$ cat src/hw/pamx_pkg.sv
// Purpose : Constants, register map and pin override types for the port A/B pin control block
// Assumes : APB register access, 32-bit data, one aligned word per register
// Notes   : Behaviour list below; tags appear in the design files
//
// Behaviour
// Break-before-make enable bits 5 and 4 act on their own port only
// With break-before-make, a pin turned to output floats one cycle first
// Port pull-up disable bit turns off every pull-up of that port
// Effective port pull-up disable is port bit OR global disable
// Pin 7 outputs internal reference when enabled and an internal reference is selected
// Internal reference output turns off pin 7 driver and pull-up
// External reference or bypass use turns off pin 7 driver and pull-up
// SPI slave forces pin 6 to input, port bit keeps pull-up control
// SPI slave is active only while slave select is driven low
// SPI master leaves slave select direction to its direction bit
// SPI clock pin is input as slave, own direction as master
// MOSI pin is input as slave, own direction as master
// Software sets pin 4 as input for three-wire data input
// Software sets pin 2 as output for timer 0 compare output
// Three-wire data output replaces pin 2 port value when output
// Pin 2 is input as SPI master, own direction as slave
// Plain pull-up is on only for direction 0, port 1, disable 0
// Global pull-up disable turns off pull-ups on all ports
// Unclaimed pins follow direction, port bit and effective disable only

package pamx_pkg;

   // ==========================================================
   // Widths
   localparam int unsigned PAMX_PORT_W = 8;
   localparam int unsigned PAMX_ADDR_W = 12;
   localparam int unsigned PAMX_DATA_W = 32;

   // ==========================================================
   // Register offsets (byte addresses)
   localparam logic [11:0] PAMX_OFS_PORT_CTRL = 12'h000;
   localparam logic [11:0] PAMX_OFS_MCU_CTRL  = 12'h004;
   localparam logic [11:0] PAMX_OFS_ALT_CTRL  = 12'h008;
   localparam logic [11:0] PAMX_OFS_A_DIR     = 12'h00c;
   localparam logic [11:0] PAMX_OFS_A_OUT     = 12'h010;
   localparam logic [11:0] PAMX_OFS_A_PIN     = 12'h014;
   localparam logic [11:0] PAMX_OFS_B_DIR     = 12'h018;
   localparam logic [11:0] PAMX_OFS_B_OUT     = 12'h01c;
   localparam logic [11:0] PAMX_OFS_B_PIN     = 12'h020;

   // ==========================================================
   // Field positions
   localparam int unsigned PAMX_PC_BBM_B   = 5;
   localparam int unsigned PAMX_PC_BBM_A   = 4;
   localparam int unsigned PAMX_PC_PUD_B   = 1;
   localparam int unsigned PAMX_PC_PUD_A   = 0;
   localparam int unsigned PAMX_MCU_PUD    = 4;
   localparam int unsigned PAMX_ALT_SPI_EN = 0;
   localparam int unsigned PAMX_ALT_SPI_MS = 1;
   localparam int unsigned PAMX_ALT_REF_OE = 2;
   localparam int unsigned PAMX_ALT_REF_LO = 4;
   localparam int unsigned PAMX_ALT_USI3   = 6;
   localparam int unsigned PAMX_ALT_TMR0   = 7;

   // Writable bits of the mcu control register
   localparam logic [7:0] PAMX_MCU_WMASK = 8'h70;

   // Reference selection codes; bit 1 set means an internal value
   localparam logic [1:0] PAMX_REF_SUPPLY = 2'h0;
   localparam logic [1:0] PAMX_REF_EXT    = 2'h1;
   localparam logic [1:0] PAMX_REF_1V1    = 2'h2;
   localparam logic [1:0] PAMX_REF_2V56   = 2'h3;

   // ==========================================================
   // Reset values
   localparam logic [7:0] PAMX_RST_PORT_CTRL = 8'h00;
   localparam logic [7:0] PAMX_RST_MCU_CTRL  = 8'h00;
   localparam logic [7:0] PAMX_RST_ALT_CTRL  = 8'h00;
   localparam logic [7:0] PAMX_RST_DIR       = 8'h00;
   localparam logic [7:0] PAMX_RST_OUT       = 8'h00;

   // ==========================================================
   // Override bundle for one pin
   typedef struct packed {
      logic ddoe;
      logic ddov;
      logic pvoe;
      logic pvov;
      logic puoe;
      logic puov;
   } pamx_pinctl_s;

   localparam pamx_pinctl_s PAMX_NO_OVR = '0;

   // Pin forced to input; the port bit still drives the pull-up
   function automatic pamx_pinctl_s pamx_forced_in(input logic port_bit, input logic global_pullup_off);
      pamx_pinctl_s c;
      c      = PAMX_NO_OVR;
      c.ddoe = 1'b1;
      c.ddov = 1'b0;
      c.puoe = 1'b1;
      c.puov = port_bit & ~global_pullup_off;
      return c;
   endfunction : pamx_forced_in

   // Pin driven by a peripheral value while the direction bit stays in charge
   function automatic pamx_pinctl_s pamx_value_ovr(input logic val);
      pamx_pinctl_s c;
      c      = PAMX_NO_OVR;
      c.pvoe = 1'b1;
      c.pvov = val;
      return c;
   endfunction : pamx_value_ovr

endpackage : pamx_pkg

$ cat src/hw/pamx_bbm.sv
// Purpose : Break-before-make gate on one port's direction bits
// Assumes : Direction register changes only on a register write
// Notes   : A 0 to 1 step is held low for one cycle while enabled

`timescale 1ns/1ps

module pamx_bbm
   import pamx_pkg::*;
#(
   parameter int unsigned W = PAMX_PORT_W
) (
   // Clock and reset
   input  wire logic         clk_in,
   input  wire logic         rstn_in,
   // Control
   input  wire logic         en_in,
   input  wire logic [W-1:0] dir_in,
   // Gated direction
   output      logic [W-1:0] dir_out
);

   logic [W-1:0] prev_r;
   logic [W-1:0] rise;

   always_ff @(posedge clk_in or negedge rstn_in) begin
      if (!rstn_in) prev_r <= '0;
      else prev_r <= dir_in;
   end

   // Newly made outputs float for one cycle before the driver turns on
   assign rise    = dir_in & ~prev_r;
   assign dir_out = en_in ? (dir_in & ~rise) : dir_in;

endmodule : pamx_bbm

$ cat src/hw/pamx_pin_cell.sv
// Purpose : Override merge for one port pin
// Assumes : Override bundle comes from the alternate function decode
// Notes   : Purely combinational

`timescale 1ns/1ps

module pamx_pin_cell
   import pamx_pkg::*;
(
   // Ordinary port control
   input  wire logic         dir_in,
   input  wire logic         port_in,
   input  wire logic         pud_in,
   // Alternate function overrides
   input  wire pamx_pinctl_s ovr_in,
   // Pad controls
   output      logic         oe_n_out,
   output      logic         val_out,
   output      logic         pullup_out
);

   logic drive;

   assign drive      = ovr_in.ddoe ? ovr_in.ddov : dir_in;
   assign oe_n_out   = ~drive;
   assign val_out    = ovr_in.pvoe ? ovr_in.pvov : port_in;
   assign pullup_out = ovr_in.puoe ? ovr_in.puov : (~dir_in & port_in & ~pud_in);

endmodule : pamx_pin_cell

$ cat src/hw/pamx_top.sv
// Purpose : Port A/B pin control with alternate function overrides on port A pins 7..4 and 2
// Assumes : APB slave, zero wait states, pins synchronous to SYS_CLK_IN
// Notes   : Pad output enables are active low
//
// The placing of the registers and the APB interface to the registers were left to the implementer.

`timescale 1ns/1ps

module pamx_top
   import pamx_pkg::*;
(
   // Clock and reset
   input  wire logic                   SYS_CLK_IN,
   input  wire logic                   RSTN_IN,
   // APB slave
   input  wire logic                   PSEL_IN,
   input  wire logic                   PENABLE_IN,
   input  wire logic                   PWRITE_IN,
   input  wire logic [PAMX_ADDR_W-1:0] PADDR_IN,
   input  wire logic [PAMX_DATA_W-1:0] PWDATA_IN,
   output      logic [PAMX_DATA_W-1:0] PRDATA_OUT,
   output      logic                   PREADY_OUT,
   output      logic                   PSLVERR_OUT,
   // Peripheral drive values
   input  wire logic                   SPI_SCK_DRV_IN,
   input  wire logic                   SPI_MOSI_DRV_IN,
   input  wire logic                   SPI_MISO_DRV_IN,
   input  wire logic                   USI_DATA_DRV_IN,
   input  wire logic                   TMR0_CMP_A_IN,
   // Peripheral status
   output      logic                   SPI_SLAVE_ACTIVE_OUT,
   output      logic                   REF_OUT_EN_OUT,
   // Port A pads
   input  wire logic [PAMX_PORT_W-1:0] PA_IN,
   output      logic [PAMX_PORT_W-1:0] PA_OUT,
   output      logic [PAMX_PORT_W-1:0] PA_OE_N_OUT,
   output      logic [PAMX_PORT_W-1:0] PA_PULLUP_OUT,
   // Port B pads
   input  wire logic [PAMX_PORT_W-1:0] PB_IN,
   output      logic [PAMX_PORT_W-1:0] PB_OUT,
   output      logic [PAMX_PORT_W-1:0] PB_OE_N_OUT,
   output      logic [PAMX_PORT_W-1:0] PB_PULLUP_OUT
);

   // ==========================================================
   // Registers
   logic [7:0]             port_ctrl_r;
   logic [7:0]             mcu_ctrl_r;
   logic [7:0]             alt_ctrl_r;
   logic [PAMX_PORT_W-1:0] a_dir_r;
   logic [PAMX_PORT_W-1:0] a_out_r;
   logic [PAMX_PORT_W-1:0] b_dir_r;
   logic [PAMX_PORT_W-1:0] b_out_r;
   logic [PAMX_DATA_W-1:0] prdata_r;
   logic                   pslverr_r;

   // ==========================================================
   // APB decode
   logic                   setup;
   logic                   wr_fire;
   logic                   hit_pc;
   logic                   hit_mcu;
   logic                   hit_alt;
   logic                   hit_adir;
   logic                   hit_aout;
   logic                   hit_apin;
   logic                   hit_bdir;
   logic                   hit_bout;
   logic                   hit_bpin;
   logic                   hit_any;
   logic [7:0]             wbyte;
   logic [7:0]             rd_byte;

   assign setup    = PSEL_IN & ~PENABLE_IN;
   assign wr_fire  = PSEL_IN & PENABLE_IN & PWRITE_IN;
   assign hit_pc   = (PADDR_IN == PAMX_OFS_PORT_CTRL);
   assign hit_mcu  = (PADDR_IN == PAMX_OFS_MCU_CTRL);
   assign hit_alt  = (PADDR_IN == PAMX_OFS_ALT_CTRL);
   assign hit_adir = (PADDR_IN == PAMX_OFS_A_DIR);
   assign hit_aout = (PADDR_IN == PAMX_OFS_A_OUT);
   assign hit_apin = (PADDR_IN == PAMX_OFS_A_PIN);
   assign hit_bdir = (PADDR_IN == PAMX_OFS_B_DIR);
   assign hit_bout = (PADDR_IN == PAMX_OFS_B_OUT);
   assign hit_bpin = (PADDR_IN == PAMX_OFS_B_PIN);
   assign hit_any  = hit_pc | hit_mcu | hit_alt | hit_adir | hit_aout | hit_apin
                   | hit_bdir | hit_bout | hit_bpin;
   assign wbyte    = PWDATA_IN[7:0];

   assign rd_byte = hit_pc   ? port_ctrl_r :
                    hit_mcu  ? mcu_ctrl_r  :
                    hit_alt  ? alt_ctrl_r  :
                    hit_adir ? a_dir_r     :
                    hit_aout ? a_out_r     :
                    hit_apin ? PA_IN       :
                    hit_bdir ? b_dir_r     :
                    hit_bout ? b_out_r     :
                    hit_bpin ? PB_IN       : 8'h00;

   // Read data and error are captured in the setup cycle
   always_ff @(posedge SYS_CLK_IN or negedge RSTN_IN) begin
      if (!RSTN_IN) begin
         prdata_r  <= '0;
         pslverr_r <= 1'b0;
      end else if (setup) begin
         prdata_r  <= {24'h000000, rd_byte};
         pslverr_r <= ~hit_any;
      end
   end

   assign PRDATA_OUT  = prdata_r;
   assign PREADY_OUT  = 1'b1;
   assign PSLVERR_OUT = pslverr_r;

   // ==========================================================
   // Register writes
   always_ff @(posedge SYS_CLK_IN or negedge RSTN_IN) begin
      if (!RSTN_IN) port_ctrl_r <= PAMX_RST_PORT_CTRL;
      else if (wr_fire && hit_pc) port_ctrl_r <= wbyte;
   end

   always_ff @(posedge SYS_CLK_IN or negedge RSTN_IN) begin
      if (!RSTN_IN) mcu_ctrl_r <= PAMX_RST_MCU_CTRL;
      else if (wr_fire && hit_mcu) mcu_ctrl_r <= wbyte & PAMX_MCU_WMASK;
   end

   always_ff @(posedge SYS_CLK_IN or negedge RSTN_IN) begin
      if (!RSTN_IN) alt_ctrl_r <= PAMX_RST_ALT_CTRL;
      else if (wr_fire && hit_alt) alt_ctrl_r <= wbyte;
   end

   always_ff @(posedge SYS_CLK_IN or negedge RSTN_IN) begin
      if (!RSTN_IN) begin
         a_dir_r <= PAMX_RST_DIR;
         a_out_r <= PAMX_RST_OUT;
      end else begin
         if (wr_fire && hit_adir) a_dir_r <= wbyte;
         if (wr_fire && hit_aout) a_out_r <= wbyte;
      end
   end

   always_ff @(posedge SYS_CLK_IN or negedge RSTN_IN) begin
      if (!RSTN_IN) begin
         b_dir_r <= PAMX_RST_DIR;
         b_out_r <= PAMX_RST_OUT;
      end else begin
         if (wr_fire && hit_bdir) b_dir_r <= wbyte;
         if (wr_fire && hit_bout) b_out_r <= wbyte;
      end
   end

   // ==========================================================
   // Control decode
   logic       pud_a_eff;
   logic       pud_b_eff;
   logic       spi_en;
   logic       spi_master;
   logic       spi_slave;
   logic [1:0] ref_sel;
   logic       ref_claim;
   logic       usi3;
   logic       tmr0;

   assign pud_a_eff  = port_ctrl_r[PAMX_PC_PUD_A] | mcu_ctrl_r[PAMX_MCU_PUD];
   assign pud_b_eff  = port_ctrl_r[PAMX_PC_PUD_B] | mcu_ctrl_r[PAMX_MCU_PUD];
   assign spi_en     = alt_ctrl_r[PAMX_ALT_SPI_EN];
   assign spi_master = spi_en & alt_ctrl_r[PAMX_ALT_SPI_MS];
   assign spi_slave  = spi_en & ~alt_ctrl_r[PAMX_ALT_SPI_MS];
   assign ref_sel    = alt_ctrl_r[PAMX_ALT_REF_LO +: 2];
   assign usi3       = alt_ctrl_r[PAMX_ALT_USI3];
   assign tmr0       = alt_ctrl_r[PAMX_ALT_TMR0];

   assign REF_OUT_EN_OUT = alt_ctrl_r[PAMX_ALT_REF_OE]
                         & ((ref_sel == PAMX_REF_1V1) | (ref_sel == PAMX_REF_2V56));
   // External reference, bypass capacitor or reference output all take the pin
   assign ref_claim      = REF_OUT_EN_OUT | (ref_sel != PAMX_REF_SUPPLY);

   assign SPI_SLAVE_ACTIVE_OUT = spi_slave & ~PA_IN[6];

   // ==========================================================
   // Alternate function overrides, port A
   pamx_pinctl_s ovr_a [PAMX_PORT_W];
   pamx_pinctl_s ovr_b [PAMX_PORT_W];
   pamx_pinctl_s ref_ovr;

   always_comb begin
      ref_ovr      = PAMX_NO_OVR;
      ref_ovr.ddoe = 1'b1;
      ref_ovr.puoe = 1'b1;
   end

   assign ovr_a[7] = ref_claim ? ref_ovr : PAMX_NO_OVR;
   // Master leaves slave select untouched
   assign ovr_a[6] = spi_slave ? pamx_forced_in(a_out_r[6], pud_a_eff)
                               : PAMX_NO_OVR;
   assign ovr_a[5] = spi_slave  ? pamx_forced_in(a_out_r[5], pud_a_eff) :
                     spi_master ? pamx_value_ovr(SPI_SCK_DRV_IN) : PAMX_NO_OVR;
   // Three-wire data input uses the ordinary port control
   assign ovr_a[4] = spi_slave  ? pamx_forced_in(a_out_r[4], pud_a_eff) :
                     spi_master ? pamx_value_ovr(SPI_MOSI_DRV_IN) : PAMX_NO_OVR;
   assign ovr_a[3] = PAMX_NO_OVR;
   // Timer output reaches the pad only while the direction bit is set
   assign ovr_a[2] = spi_master ? pamx_forced_in(a_out_r[2], pud_a_eff) :
                     spi_slave  ? pamx_value_ovr(SPI_MISO_DRV_IN) :
                     usi3       ? pamx_value_ovr(USI_DATA_DRV_IN) :
                     tmr0       ? pamx_value_ovr(TMR0_CMP_A_IN) : PAMX_NO_OVR;
   assign ovr_a[1] = PAMX_NO_OVR;
   assign ovr_a[0] = PAMX_NO_OVR;

   // ==========================================================
   // Break-before-make and pin cells
   logic [PAMX_PORT_W-1:0] a_dir_g;
   logic [PAMX_PORT_W-1:0] b_dir_g;

   pamx_bbm #(.W(PAMX_PORT_W)) u_bbm_a (
      .clk_in  (SYS_CLK_IN),
      .rstn_in (RSTN_IN),
      .en_in   (port_ctrl_r[PAMX_PC_BBM_A]),
      .dir_in  (a_dir_r),
      .dir_out (a_dir_g)
   );

   pamx_bbm #(.W(PAMX_PORT_W)) u_bbm_b (
      .clk_in  (SYS_CLK_IN),
      .rstn_in (RSTN_IN),
      .en_in   (port_ctrl_r[PAMX_PC_BBM_B]),
      .dir_in  (b_dir_r),
      .dir_out (b_dir_g)
   );

   for (genvar i = 0; i < PAMX_PORT_W; i++) begin : g_pin
      assign ovr_b[i] = PAMX_NO_OVR;

      pamx_pin_cell u_cell_a (
         .dir_in     (a_dir_g[i]),
         .port_in    (a_out_r[i]),
         .pud_in     (pud_a_eff),
         .ovr_in     (ovr_a[i]),
         .oe_n_out   (PA_OE_N_OUT[i]),
         .val_out    (PA_OUT[i]),
         .pullup_out (PA_PULLUP_OUT[i])
      );

      pamx_pin_cell u_cell_b (
         .dir_in     (b_dir_g[i]),
         .port_in    (b_out_r[i]),
         .pud_in     (pud_b_eff),
         .ovr_in     (ovr_b[i]),
         .oe_n_out   (PB_OE_N_OUT[i]),
         .val_out    (PB_OUT[i]),
         .pullup_out (PB_PULLUP_OUT[i])
      );
   end
endmodule : pamx_top

$ cat config.mk
export PLATFORM = sky130hd
export DESIGN_NAME = pamx_top
export DESIGN_NICKNAME = d
export VERILOG_FILES = /design/src/hw/pamx_pkg.sv /design/src/hw/pamx_bbm.sv /design/src/hw/pamx_pin_cell.sv /design/src/hw/pamx_top.sv
export SDC_FILE = /design/constraint.sdc
export NUM_CORES = 1
export LEC_CHECK = 0
export BUFFER_PORTS_ARGS = -buffer_cell sky130_fd_sc_hd__buf_4
export CAP_MARGIN = 0
export CORE_AREA = 2 2 109 100
export CTS_BUF_LIST = sky130_fd_sc_hd__clkbuf_16
export DETAILED_ROUTE_END_ITERATION = 8
export DIE_AREA = 0 0 111 102
export PLACE_DENSITY = 0.72
export RECOVER_POWER = 50
export SYNTH_ARGS = -nofsm -noshare
export SYNTH_HDL_FRONTEND = slang
export SYNTH_SLANG_ARGS = --single-unit
export TNS_END_PERCENT = 50
$ cat constraint.sdc
create_clock -name SYS_CLK_IN -period 1.7 [get_ports SYS_CLK_IN]
set_clock_uncertainty 0.1 [all_clocks]
set_input_delay 0.255 -clock SYS_CLK_IN [delete_from_list [all_inputs] [get_ports SYS_CLK_IN]]
set_output_delay 0.255 -clock SYS_CLK_IN [all_outputs]
set_load 0.01 [all_outputs]
==> reports/results.md <==
| Parameter | Reported | Unit |
|:---|:---|:---|
| Leading cell type in the layout, fill and taps excluded | buf_4 | - |
| Number of nets with antenna violations after detailed routing | 0 | - |
| Remaining max-slew budget at the tightest pin | 35.86 | % |
| Antenna violations before repair | 0 | - |
| Clock Power Share | 46.6 | % |
| Most frequent cells in the layout | buf_4 (149), dfrtp_1 (74), mux2_2 (45) | - |
| Hold Path Origin | PWDATA_IN[4] | - |
| Synthesized area per cell | 10.25 | um2 |
| Worst Hold Slack | 99.69 | ps |
| Buffer levels on the longest clock path | 2 | - |
| 1st-pass router iterations | 4 | - |
| Terminating pin of the worst hold path | port_ctrl_r[4] | - |
| Detailed Route Iter0 Violations | 303 | - |
| Synthesis-to-finish area growth | 30.80 | % |
| Wire length of the first global-routing pass | 20.49 | mm |
| Count of endpoints failing setup in the final report | 17 | - |
| VDD IR max | 0.4599 | mV |
| Final nets | 617 | - |
| Clock buffer count from CTS | 9 | - |
| Startpoint class of the critical path | register | - |
| Static leakage | 0.002869 | uW |
| Post-DR wirelength/cell | 19.13 | um |
| Combinational share of power | 10.1 | % |
| Global route hottest layer | met2 | - |
| WP data required | 1340 | ps |
| IO Pins | 154 | - |
| Cells on worst reg2reg path | 5 | - |
| Number of enable-type register cells in the synthesized netlist | 0 | - |
| Die Wd | 111 | um |
| CTS Root Cell | clkbuf_16 | - |
| H-Tree Level Count | 3 | - |
| Diode insertion count for antenna repair | 0 | - |
| RR Startpoint | b_dir_r[1] | - |
| Number of storage elements in the synthesis netlist | 76 | - |
| Via density | 5.493 | - |
| Outcome | finished with violations | - |
| Largest net degree at the start of global routing | 77 | - |
| Vias in the first global route | 3,586 | - |
| Area share of the largest cell type after synthesis | 42.36 | % |
| Count of distinct cell types in the synthesized netlist | 47 | - |
| Power density over the cells | 727.0 | nW/um2 |
| Standard-cell row count | 35 | - |
| RSZ-0062 raised after global routing | true | - |
| Post-layout instance count excluding filler cells | 681 | - |
| DP Cell Count | 650 | - |
| Most used flip-flop cell after synthesis | dfrtp_1 | - |
| Sink count of the clock tree | 76 | - |
| Cell internal power dissipation | 3273 | uW |
| Failing checks | negative setup slack | - |
| Net Switching | 996.4 | uW |
| Total global routing overflow | 0 | - |
| Vias post-DR | 3,741 | - |
| Hold WC Path Type | primary input to register | - |
| Number of failing hold endpoints at the final stage | 0 | - |
| Buffers on Ports | 104 | - |
| Gr usage total | 23.60 | % |
| Min Tclk post-route | 1838 | ps |
| Post-synthesis cell area | 4489 | um2 |
| Maximum fanout encountered on the critical timing path | 5 | - |
| Die Area | 11,320 | um2 |
| Top cell type by total area after synthesis | dfrtp_1 | - |
| CP Data Arrival Time | 1480 | ps |
| Initial core utilization | 44.38 | % |
| Endpoint of the worst-slack reg-to-reg timing path | PRDATA_OUT[1] | - |
| DPL Wire Length | 9.582 | mm |
| Worst Hold Path Cells | 3 | - |
| Core footprint | 10,120 | um2 |
| M3 GR Usage | 5.279 | % |
| Async S/R FF share, synth | 100.0 | % |
| Final weighted congestion in routability-driven placement | 0.8882 | - |
| TritonCTS clock tree | done | - |
| Register-to-register setup slack | 200 | ps |
| Max-slew violation count | 0 | - |
| Sequential fraction of design power | 43.2 | % |
| GR Layer Usage met1 | 33.60 | % |
| Setup TNS Final | -1123 | ps |
| Yosys warnings | 0 | - |
| Final period utilization | 108.1 | % |
| Highest clock frequency the design can meet | 0.5442 | GHz |
| Final Core Density | 58.05 | % |
| Setup slack after layout | -137.7 | ps |
| Share of post-route cells with drive strength above 1 | 48.01 | % |
| DRC violations left | 0 | - |
| Count of maximum capacitance violations | 0 | - |
| Clock-pin slew reported for the worst setup and hold paths after clock tree synthesis | 50 | ps |
| Met2 capacity usage during global routing | 36.76 | % |
| Most area-consuming cells after synthesis | dfrtp_1 (42%), mux2_2 (13%), buf_4 (13%), o21ai_0 (5.1%), a21oi_1 (3.0%) | - |
| Clock insertion delay at the later pin of the skew report | 330 | ps |
| Die Y | 102 | um |
| Number of standard cells after synthesis | 438 | - |
| CP endpoint kind | output port | - |
| Crit path kind | register to output port | - |
| Fraction of the yosys area taken by sequential cells | 42.36 | % |
| DRT Wirelength | 13.03 | mm |
| Pin slew with the least headroom to its limit | 962.1 | ps |
| Switching share of power | 23.34 | % |
[flip-flops by register name, summed over array words and instances (netlist names)]
register,count
a_dir_r,8
b_dir_r,8
u_bbm_a.prev_r,8
PSLVERR_OUT,1
mcu_ctrl_r,3
alt_ctrl_r,8
u_bbm_b.prev_r,8
a_out_r,8
port_ctrl_r,8
PRDATA_OUT,8
b_out_r,8
[layout make-up]
cell class                      instances  area, um2
Clock inverter                          7      83.83
Sequential cell                        76       1904
Tap cell                              129      161.4
Timing Repair inverter                  1      7.507
Multi-Input combinational cell        289       2126
Clock buffer                            9      225.2
Inverter                                5      25.02
Timing Repair Buffer                  165       1339
Fill cell                             885       4244
[worst max-delay path, cell delays in order (launching register included)]
cell	delay [ps]
dfrtp_2	450
or3_1	370
a21oi_2	140
nor2_1	60
buf_4	140
[metal layers]
metal | up-vias | wire length (um)
met1 | 1839 | 5776
li1 | 1702 | -
met4 | 0 | 181
met3 | 14 | 1019
met2 | 186 | 6049
met5 | - | 0
[through the flow]
stage	total power (uW)	setup slack (ps)	instance area [um2]
floorplan	2084	-162.7	4624
global placement	2304	-252.6	5353
detailed placement	2309	-320.9	5353
CTS	4302	-135.0	5784
global route	4440	-194.1	5872
finish	4269	-137.7	5872
[power by group through the flow]
stage / Sequential, uW / Combinational [uW] / Clock [uW]
global route: 1850 / 472 / 2120
global placement: 1880 / 428 / 0
CTS: 1840 / 437 / 2020
finish: 1840 / 433 / 1990
floorplan: 1880 / 206 / 0
detailed placement: 1880 / 432 / 0
[logic make-up (layout without fill, tap and decap cells)]
logic type      count (synthesis)  in the layout  synth area share (%)
mux                            52             52                 13.04
flops                          76             76                 42.36
simple gates                  100            100                 15.08
buf+inv                        96            187                 14.69
compound gates                112            112                 14.66
other cells                     2             25                0.1673
[Yosys cell counts, types with 2 or more instances]
library cell   n
dfrtp_1       76
buf_4         75
mux2_2        52
o21ai_0       46
a21oi_1       27
nor2_1        19
and3_1        18
nand2_1       14
nand3_1       14
clkbuf_1       9
o22ai_1        9
and2_1         7
a221oi_1       5
a31oi_1        5
inv_1          5
nand2b_1       5
nor4_4         5
o211ai_1       5
a22o_1         3
buf_1          3
nor2b_1        3
o21a_1         3
a21o_1         2
buf_2          2
buf_6          2
conb_1         2
nor3_2         2
[worst max path at each step]
stage | from | to | slack (ps)
final | alt_ctrl_r[0] | PA_OUT[2] | -140
after global routing | port_ctrl_r[5] | PB_PULLUP_OUT[0] | -190
after CTS | alt_ctrl_r[0] | PA_OUT[2] | -130
after detailed placement | PADDR_IN[5] | PRDATA_OUT[6] | -320
after global placement | PADDR_IN[5] | PRDATA_OUT[6] | -250
after floorplan | PADDR_IN[5] | a_out_r[0] | -160
[timing repair]
action	CTS	global route
endpoints found under the setup margin	30	34
hold endpoints to repair	76	0
pin swaps	9	12
hold buffers	1	0
resized for setup	23	19
gates cloned	1	0
setup buffers	9	4
Note: power is estimated with default switching activity, not from simulation.
